`src/verilog/dio_bank_pkg.sv`:
```
// constants and helpers shared by the digital i/o port bank
package dio_bank_pkg;

   // ==========================================================
   // geometry
   localparam int GROUPS      = 4;
   localparam int GROUP_PINS  = 24;
   localparam int ADDR_W      = 5;

   // ==========================================================
   // register map (byte offsets)
   localparam logic [4:0] GROUP_STRIDE  = 5'h04;
   localparam logic [1:0] SLOT_PORT_A   = 2'h0;
   localparam logic [1:0] SLOT_PORT_B   = 2'h1;
   localparam logic [1:0] SLOT_PORT_C   = 2'h2;
   localparam logic [1:0] SLOT_CONTROL  = 2'h3;
   localparam logic [4:0] GROUP0_DIRECTION_CONTROL = 5'h03;
   localparam logic [4:0] GROUP1_DIRECTION_CONTROL = 5'h07;
   localparam logic [4:0] GROUP2_DIRECTION_CONTROL = 5'h0b;
   localparam logic [4:0] GROUP3_DIRECTION_CONTROL = 5'h0f;
   localparam logic [4:0] BOARD_IDENTIFIER         = 5'h14;

   // ==========================================================
   // control word bit positions (1 = input, 0 = output)
   localparam int CTL_PORT_A   = 4;
   localparam int CTL_PORT_C_HI = 3;
   localparam int CTL_PORT_B   = 1;
   localparam int CTL_PORT_C_LO = 0;

   // ==========================================================
   // values after reset
   localparam logic [3:0]  SW_DIR_RESET  = 4'hf;
   localparam logic [23:0] OUT_RESET     = 24'h000000;
   localparam logic [7:0]  RD_RESET      = 8'h00;

   // port order inside a nibble of direction: a, b, c low, c high
   function automatic logic [23:0] dir_to_oe(input logic [3:0] is_out);
      dir_to_oe = {{4{is_out[3]}}, {4{is_out[2]}},
                   {8{is_out[1]}}, {8{is_out[0]}}};
   endfunction

endpackage

```
`src/verilog/dio_port_group.sv`:
```
// one emulated mode-0 peripheral interface group: ports a, b and c
`timescale 1ns/1ps
module dio_port_group (
   input  wire logic        mclk,
   input  wire logic        pwr_rst_n,
   input  wire logic        init_load,
   input  wire logic        ctrl_we,
   input  wire logic [2:0]  data_we,
   input  wire logic [7:0]  wr_data,
   input  wire logic [3:0]  out_strap,
   input  wire logic [23:0] pins_in,
   output logic      [23:0] pins_out_q,
   output logic      [23:0] pins_oe_q,
   output logic      [7:0]  rd_a,
   output logic      [7:0]  rd_b,
   output logic      [7:0]  rd_c
);
   import dio_bank_pkg::*;

   logic [3:0]  sw_in_q;
   logic [3:0]  sw_in_d;
   logic [23:0] pins_out_d;
   logic [23:0] pins_oe_d;
   logic [23:0] rd_all;

   // ==========================================================
   // direction and output latches
   always_comb begin
      sw_in_d    = sw_in_q;
      pins_out_d = pins_out_q;
      if (init_load) begin
         sw_in_d    = SW_DIR_RESET;
         pins_out_d = OUT_RESET;
      end else begin
         if (ctrl_we) begin
            sw_in_d = {wr_data[CTL_PORT_C_HI], wr_data[CTL_PORT_C_LO],
                       wr_data[CTL_PORT_B], wr_data[CTL_PORT_A]};
         end
         // the latch is loaded whatever the direction, so software
         // can preset a safe level before turning a port round
         if (data_we[0]) pins_out_d[7:0]   = wr_data;
         if (data_we[1]) pins_out_d[15:8]  = wr_data;
         if (data_we[2]) pins_out_d[23:16] = wr_data;
      end
      // strapped ports are outputs regardless of the control word
      pins_oe_d = dir_to_oe(~sw_in_d | out_strap);
   end

   // only a loss of power clears these; a hot reset is handled by
   // init_load so that the retention strap can keep the state
   always_ff @(posedge mclk or negedge pwr_rst_n) begin
      if (!pwr_rst_n) begin
         sw_in_q    <= SW_DIR_RESET;
         pins_out_q <= OUT_RESET;
         pins_oe_q  <= 24'h000000;
      end else begin
         sw_in_q    <= sw_in_d;
         pins_out_q <= pins_out_d;
         pins_oe_q  <= pins_oe_d;
      end
   end

   // ==========================================================
   // read back: driven value for outputs, pin level for inputs
   always_comb begin
      rd_all = (pins_oe_q & pins_out_q) | (~pins_oe_q & pins_in);
      rd_a   = rd_all[7:0];
      rd_b   = rd_all[15:8];
      rd_c   = rd_all[23:16];
   end
endmodule // dio_port_group

```
`src/verilog/dio_port_bank.sv`:
```
// four-group, 96-pin mode-0 digital i/o bank with board identifier
`timescale 1ns/1ps
module dio_port_bank #(
   parameter int GROUP_COUNT = dio_bank_pkg::GROUPS
) (
   input  wire logic                          mclk,
   input  wire logic                          arst_n,
   input  wire logic                          pwr_rst_n,
   input  wire logic [dio_bank_pkg::ADDR_W-1:0] addr,
   input  wire logic                          wr_en,
   input  wire logic [7:0]                    wr_data,
   input  wire logic                          rd_en,
   output logic      [7:0]                    rd_data_q,
   input  wire logic [3:0]                    identifier_switch_bank,
   input  wire logic                          reset_retention_strap,
   input  wire logic [4*GROUP_COUNT-1:0]      port_output_strap,
   input  wire logic [24*GROUP_COUNT-1:0]     pins_in,
   output logic      [24*GROUP_COUNT-1:0]     pins_out,
   output logic      [24*GROUP_COUNT-1:0]     pins_oe
);
   import dio_bank_pkg::*;

   logic                     rst_pend_q;
   logic                     rst_pend_d;
   logic                     init_load;
   logic                     wr_ok;
   logic [7:0]               rd_data_d;
   logic [8*GROUP_COUNT-1:0] rd_a;
   logic [8*GROUP_COUNT-1:0] rd_b;
   logic [8*GROUP_COUNT-1:0] rd_c;

   // ==========================================================
   // hot reset tracking
   // while the hot reset is low (and its first cycle after) the
   // defaults are reloaded unless retention is strapped on
   // writes are refused until one edge after release, so a bus
   // cycle that straddles the hot reset cannot half-land
   always_comb begin
      rst_pend_d = 1'b0;
      init_load  = rst_pend_q & ~reset_retention_strap;
      wr_ok      = wr_en & ~rst_pend_q;
   end

   always_ff @(posedge mclk or negedge arst_n) begin
      if (!arst_n) begin
         rst_pend_q <= 1'b1;
      end else begin
         rst_pend_q <= rst_pend_d;
      end
   end

   // ==========================================================
   // port groups
   for (genvar g = 0; g < GROUP_COUNT; g++) begin : grp
      logic [ADDR_W-1:0] base;
      logic              hit;
      logic              ctrl_we;
      logic [2:0]        data_we;

      always_comb begin
         base    = ADDR_W'(g * 4);
         hit     = wr_ok && addr[ADDR_W-1:2] == base[ADDR_W-1:2];
         ctrl_we = hit && addr[1:0] == SLOT_CONTROL;
         data_we = {hit && addr[1:0] == SLOT_PORT_C,
                    hit && addr[1:0] == SLOT_PORT_B,
                    hit && addr[1:0] == SLOT_PORT_A};
      end

      dio_port_group u_group (
         .mclk       (mclk),
         .pwr_rst_n  (pwr_rst_n),
         .init_load  (init_load),
         .ctrl_we    (ctrl_we),
         .data_we    (data_we),
         .wr_data    (wr_data),
         .out_strap  (port_output_strap[4*g +: 4]),
         .pins_in    (pins_in[24*g +: 24]),
         .pins_out_q (pins_out[24*g +: 24]),
         .pins_oe_q  (pins_oe[24*g +: 24]),
         .rd_a       (rd_a[8*g +: 8]),
         .rd_b       (rd_b[8*g +: 8]),
         .rd_c       (rd_c[8*g +: 8])
      );
   end

   // ==========================================================
   // register reads
   // control words are write-only and read as zero; holes in the
   // map answer zero too, so a probe never sees stale data
   always_comb begin
      rd_data_d = rd_data_q;
      if (rd_en) begin
         rd_data_d = RD_RESET;
         if (addr == BOARD_IDENTIFIER) begin
            // switch closed pulls its line low, so on reads as 0
            rd_data_d = {4'h0, identifier_switch_bank};
         end else begin
            for (int g = 0; g < GROUP_COUNT; g++) begin
               if (addr[ADDR_W-1:2] == 3'(g)) begin
                  unique case (addr[1:0])
                     SLOT_PORT_A:  rd_data_d = rd_a[8*g +: 8];
                     SLOT_PORT_B:  rd_data_d = rd_b[8*g +: 8];
                     SLOT_PORT_C:  rd_data_d = rd_c[8*g +: 8];
                     SLOT_CONTROL: rd_data_d = RD_RESET;
                  endcase
               end
            end
         end
      end
   end

   always_ff @(posedge mclk or negedge arst_n) begin
      if (!arst_n) begin
         rd_data_q <= RD_RESET;
      end else begin
         rd_data_q <= rd_data_d;
      end
   end

   // per-group checks; the strap jumpers are expected to stay put
   // while the board is powered, so they are read live here
   for (genvar g = 0; g < GROUP_COUNT; g++) begin : grp_chk

   end
endmodule // dio_port_bank

```
`config.mk`:
```
export PLATFORM = sky130hd
export DESIGN_NAME = dio_port_bank
export DESIGN_NICKNAME = d
export VERILOG_FILES = /design/src/verilog/dio_bank_pkg.sv /design/src/verilog/dio_port_group.sv /design/src/verilog/dio_port_bank.sv
export SDC_FILE = /design/constraint.sdc
export NUM_CORES = 1
export LEC_CHECK = 0
export BUFFER_PORTS_ARGS = -buffer_cell sky130_fd_sc_hd__clkbuf_2
export CAP_MARGIN = 20
export CORE_AREA = 2 2 130 132
export CTS_BUF_LIST = sky130_fd_sc_hd__clkbuf_4
export CTS_CLUSTER_SIZE = 20
export DETAILED_ROUTE_END_ITERATION = 16
export DIE_AREA = 0 0 132 134
export MAX_ROUTING_LAYER = met4
export PLACE_DENSITY = 0.9
export REMOVE_ABC_BUFFERS = 1
export SLEW_MARGIN = 20
export SYNTH_ARGS = -nofsm -noshare
export SYNTH_HDL_FRONTEND = slang
export SYNTH_SLANG_ARGS = --single-unit
export TNS_END_PERCENT = 20
```
`constraint.sdc`:
```
create_clock -name mclk -period 3.7 [get_ports mclk]
set_input_delay 0.185 -clock mclk [delete_from_list [all_inputs] [get_ports mclk]]
set_output_delay 0.185 -clock mclk [all_outputs]
set_load 0.05 [all_outputs]
```
==> metrics.txt, run 1 <==
Design Area, Final between 9000 and 10000 sq um; Post-synth EDFFs 0; multi-input logic area ~3600 sq um; register cell area after layout 3450 sq um; Ys Warns 0; Ant. Diodes 0; cells after synthesis around 840; H-tree Lvls 4; sequential share of the synthesized area 43.44%; dpl hpwl about 20000 um; Layout Skew around 19 ps; WHS approximately 48 ps; number of global-route vias before repair approximately 7000; Min-Delay Path Class input pin to async pin; Clock Power Share about 33%; antenna-violating nets left 0; share of cells above drive strength 1 between 30% and 40%; post-cts resize count 0; via count ~7300; clock latency on the worst-skew pair approximately 570 ps; area grow syn2layout 22.36%; Core Area around 16000 sq um; CTS tree built; unrepaired setup endpoints after global routing no; Fill cells 1404; syn avg cell area ~9.5 sq um; fmax about 0.38 GHz; maximum vdd drop ~0.19 mV; post-CTS setup buffers 0; CTS max path bufs 2; Top FF cell, synth dfrtp_1; initial antenna violation count 0; GP Congestion approximately 0.99; total grt overflow 0; Final min period 2601 ps; Final WS setup approximately 1100 ps; drc violations 0; mapped cell area slightly below 8000 sq um; Initial Util roughly half; Worst-path clk slew 140 ps; fin nets ~1200; final period utilization 70.30%; CTS Root Buffer Type clkbuf_4; Setup Total Neg Slack 0 ps; CTS buffer count 17; Worst setup EP type flop; Hold Violations, Final 0; die width roughly 130 um; row count between 40 and 50; chip height roughly 130 um; largest fanout on the critical path 16; routed len/inst 20.99 um; sequential cell fraction of total power 43.9%; first-pass GRT wire length just over 40000 um; worst-margin pin slew 876.2 ps; Startpoint Class flop; drt pass-1 iters 6; Critical Path RT roughly 4200 ps; Internal about 2.4 mW; drt initial violations just over 500; PD cells around 370 nW/um^2; PortBufs ~330; clk sinks about 140; GRT Overall Usage between 30% and 40%; largest net degree at the start of global routing 68; P_sw about 1.3 mW; final WL about 28000 um; Via-to-Cell Ratio around 5.6; Gate power share roughly 23%; Total Die Area about 18000 sq um; final setup violation count 0; max-cap violation count 0; status finished clean; critical path class flop to flop; CP arrival slightly above 3000 ps; Slew Viols, Final 0; Ports between 300 and 400; Async SR Flop Fraction 100.0%; Unique masters post-synth 43; placed cell areas between 9000 and 10000 sq um; pre-CTS setup slack around 1300 ps; Leakage Power 4.938 nW; sw frac 34.88%; #FFs+latches synth around 140; Slew HR about two fifths
==> area by class of cell <==
type                       instances  area share (%)
multi-input combinational        553           37.19
sequential                       137           35.50
timing repair buffer             369           20.81
clock inverter                    15           2.279
clock buffer                      17           1.313
inverter                           2         0.07726
tap                              220           2.833
==> layer usage <==
layer	global-route usage [%]	vias to the layer above	routed length, um
met1	40.78	3533	11190
met3	6.765	54	2349
met2	50.03	434	13170
met4	11.59	0	846
li1	-	3313	-
met5	-	-	0
==> timing repair <==
action | in CTS | in global routing
hold buffers | 24 | 0
endpoints found under the hold margin | 89 | 0
endpoints found under the setup margin | 0 | 0
==> power groups by stage <==
stage | clock (mW) | combinational, mW | sequential (mW)
after detailed placement | 0 | 0.797 | 1.63
after global routing | 1.29 | 0.863 | 1.61
final | 1.22 | 0.823 | 1.60
after CTS | 1.23 | 0.821 | 1.60
after floorplan | 0 | 0.190 | 1.91
after global placement | 0 | 0.793 | 1.62
==> cell families (layout without fill, tap and decap cells) <==
| group | Yosys count | count (layout) | share of synthesized area (%) |
|---|---|---|---|
| AOI/OAI and AO/OA | 139 | 139 | 10.71 |
| buffers and inverters | 148 | 403 | 11.15 |
| DFF | 137 | 137 | 43.44 |
| muxes | 161 | 161 | 20.31 |
| other | 1 | 1 | 0.04722 |
| and+or+nand+nor | 252 | 252 | 14.34 |
==> path summary, 6_finish.rpt <==
| kind | startpoint | to | slack (ps) | cells after the start |
|---|---|---|---|---|
| worst max-delay path | grp[2].u_group.pins_oe_q[15] | rd_data_q[2] | 1100 | 6 |
| worst min-delay path | arst_n | rd_data_q[1] | 50 | 2 |
| worst max register to register | grp[2].u_group.pins_oe_q[15] | rd_data_q[2] | 1100 | 6 |
| worst min register to register | rd_data_q[7] | rd_data_q[7] | 520 | 1 |
| max in group asynchronous | pwr_rst_n | grp[3].u_group.sw_in_q[1] | 2530 | 3 |
| min in group mclk | reset_retention_strap | grp[2].u_group.pins_out_q[18] | 50 | 3 |
==> worst max-delay path: stages (launching register included) <==
cell and delay (ps):
dfrtp_1 790, mux2i_1 350, nor2_1 70, o31ai_1 410, a31oi_1 150, o22a_1 170
dlygate4sd3_1 540
==> synth_stat cells, types with 2 or more instances <==
library cell,number,share of area [%]
dfstp_2,17,5.6
a211oi_1,2,0.19
inv_1,2,0.095
o31ai_1,8,0.76
buf_4,82,7.8
a31oi_1,3,0.24
nor3_1,8,0.50
o32ai_1,3,0.33
o22a_1,3,0.33
nor2_4,4,0.57
nand2b_1,4,0.32
o22ai_1,25,2.0
a22o_1,4,0.44
o21ai_0,16,1.0
buf_1,11,0.52
buf_2,17,1.1
dfrtp_1,120,38
nand2_1,78,3.7
mux2i_1,160,20
nor2_2,4,0.32
nor2_1,84,4.0
clkbuf_1,35,1.7
a21o_1,16,1.5
nor2b_1,8,0.63
and3_1,2,0.16
nand3_1,52,3.3
a21oi_1,54,3.4
==> cells in the final DEF, fill, tap and decap left out, types with 5 or more instances in the layout <==
cell type	instances
a21o_1	16
a21oi_1	54
buf_4	10
bufinv_16	5
clkbuf_2	333
clkbuf_4	17
dfrtp_1	120
dfstp_2	17
dlygate4sd3_1	24
mux2i_1	160
nand2_1	78
nand3_1	52
nor2_1	84
nor2b_1	7
nor3_1	8
o21ai_0	16
o22ai_1	25
o31ai_1	8
==> metrics by stage <==
| stage | util, % | instances | total power [mW] |
|---|---|---|---|
| after CTS | 59.65 | 1313 | 3.654 |
| after detailed placement | 56.03 | 1257 | 2.424 |
| after global routing | 59.65 | 1313 | 3.762 |
| final | 59.65 | 1313 | 3.640 |
| after global placement | 56.03 | 1257 | 2.417 |
| after floorplan | - | 692 | 2.105 |
==> flip-flops by register name, indices dropped and copies added (netlist names) <==
name / cells
grp.u_group.pins_out_q: 96
rst_pend_q: 1
rd_data_q: 8
grp.u_group.pins_oe_q: 16
grp.u_group.sw_in_q: 16
Power figures use the tool's default switching activity.
==> inputs of run 2 (changes only) <==
clock period = 2.51 ns   (was 3.7 ns; I/O delays follow)
==> metrics.txt, run 2 (synthesis results as in run 1) <==
final core utilization 60.41% (+0.76 points); routed len/inst 21.26 um (+1.3%); Slew HR 35.78% (-5.7 points); drt initial violations 560 (+9.8%); Final min period 2393 ps (-207.8 ps); Slew Viols, Final 0 (unchanged); hold path start wr_data[6]; total grt overflow 0 (unchanged); reg2reg start grp[2].u_group.pins_oe_q[15]; area grow syn2layout 23.92%; first-pass GRT wire length 42700 um (+3.8%); reg-to-reg slack, setup 120 ps (-980 ps); hold path depth 3; CP arrival 2830 ps (-230 ps); unrepaired setup endpoints after global routing no; clk sinks 137 (unchanged); PD cells 520.1 nW/um^2 (+39%); pre-CTS setup slack 453.0 ps (-874.6 ps); Initial Util 48.75% (unchanged); chip height 134 um (unchanged); GRT Overall Usage 32.87% (+1.1 points); max-cap violation count 0 (unchanged); Design Power 5.118 mW (+41%); die width 132 um (unchanged); Largest register FFs 96 (unchanged); CTS tree built; GP Congestion 0.8670 (-13%); Total Die Area 17690 sq um (unchanged); Reg with most FFs grp.u_group.pins_out_q; clock latency on the worst-skew pair 550 ps (-20 ps); maximum vdd drop 0.2756 mV (+44%); Min-Delay Path Class input pin to flop; most frequent cells in the layout 333 x clkbuf_2, 160 x mux2i_1, 118 x dfrtp_1; r2r worst-path depth 6 (unchanged); Worst setup EP type flop; Setup Total Neg Slack 0 ps (unchanged); RR Endpoint rd_data_q[0]; status finished clean; Worst-path clk slew 120 ps (-20 ps); Cells after DPL 1274 (+1.4%); critical path class flop to flop; largest net degree at the start of global routing 54 (-21%); register cell area after layout 3452 sq um (about the same); Hold Violations, Final 0 (unchanged); Leakage Power 5.013 nW (+1.5%); Core Area 16290 sq um (unchanged); Via-to-Cell Ratio 5.668 (+1.5%); number of global-route vias before repair 7287 (+4.9%); via count 7573 (+3.3%); top flop regs grp.u_group.pins_out_q: 96 flops, grp.u_group.pins_oe_q: 16 flops, grp.u_group.sw_in_q: 16 flops; dpl hpwl 20640 um (+4.0%); Hold Path End grp[3].u_group.pins_out_q[6]; Layout Skew 11.04 ps (-7.680 ps); row count 47 (unchanged); multi-input logic area 3613 sq um (unchanged); drt pass-1 iters 6 (unchanged); antenna-violating nets left 0 (unchanged); Ports 335 (unchanged); H-tree Lvls 4 (unchanged); initial antenna violation count 3 (+3); fmax 0.4178 GHz (+8.7%); Critical Path RT 2950 ps (-1210 ps); most common cell after layout, fill and taps aside clkbuf_2; CTS Root Buffer Type clkbuf_4; CTS buffer count 17 (unchanged); share of cells above drive strength 1 38.06% (+0.73 points); Finished Layout Cells 1336 (+1.8%); final setup violation count 0 (unchanged); final period utilization 95.35% (+25 points); drc violations 0 (unchanged); PortBufs 334 (unchanged); worst-margin pin slew 963.4 ps (+87.13 ps); CTS max path bufs 2 (unchanged); Final WS setup 116.8 ps (-982.2 ps); CP max stage delay 780 ps (about the same); Fill cells 1384 (-1.4%); critical path's slowest cell dfrtp_1; Startpoint Class flop; critical path cell sequence mux2i_1 -> nor2_1 -> o31ai_1 -> nand4_1 -> o211a_1 -> dlygate4sd3_1; final WL 28410 um (+3.1%); fin nets 1236 (+1.7%); largest fanout on the critical path 16 (unchanged)
==> run 2: final cells by class <==
type	instances	area share (%)
flip-flops and latches	137	35.08
clock inverters	15	1.602
well taps	220	2.797
multi-input cells	553	36.72
inverters	2	0.07629
diodes	2	0.05086
repair buffers	390	22.38
clock buffers	17	1.297
==> run 2: where the power goes <==
group          switching, mW  internal (mW)  leakage, nW
clock                  0.841          0.673        0.150
sequential            0.0910           2.26         1.80
combinational          0.890          0.362         3.06
==> run 2: worst max path at each step <==
stage,from,end,slack (ps),cells past startpoint
finish,grp[2].u_group.pins_oe_q[15],rd_data_q[0],120,6
global route,grp[2].u_group.pins_oe_q[15],rd_data_q[0],30,6
CTS,grp[1].u_group.pins_oe_q[15],rd_data_q[0],30,6
detailed placement,grp[2].u_group.pins_oe_q[7],rd_data_q[3],450,5
global placement,grp[2].u_group.pins_oe_q[7],rd_data_q[3],480,5
floorplan,rst_pend_q,grp[0].u_group.pins_out_q[0],-1540,2
==> run 2: metal layers <==
layer	vias to the layer above	track usage (%)	share of wire [%]
met5	-	-	0
met4	0	12.74	3.1
met3	53	6.463	7.8
met2	459	52.20	48
met1	3702	41.78	41
li1	3359	-	-
==> run 2: repair_timing <==
action / in CTS / in global routing
hold buffers: 28 / 0
resized for setup: 0 / 2
buffers inserted: 0 / 0
endpoints found under the setup margin: 0 / 1
endpoints found under the hold margin: 89 / 0
==> run 2: through the flow <==
step | area [sq um] | hold slack, ps
6_report | 9841 | 105.9
5_1_grt | 9841 | 52.20
4_1_cts | 9833 | 56.09
3_5_place_dp | 9268 | 33.63
3_3_place_gp | 9268 | 38.04
2_1_floorplan | 7063 | -170.1
==> run 2: worst max-delay path, delay by kind of cell, from the launching register on <==
kind	cells	cell delay, ps
flops	1	780
mux	1	270
buf+inv	1	540
compound gates	2	510
simple gates	2	190
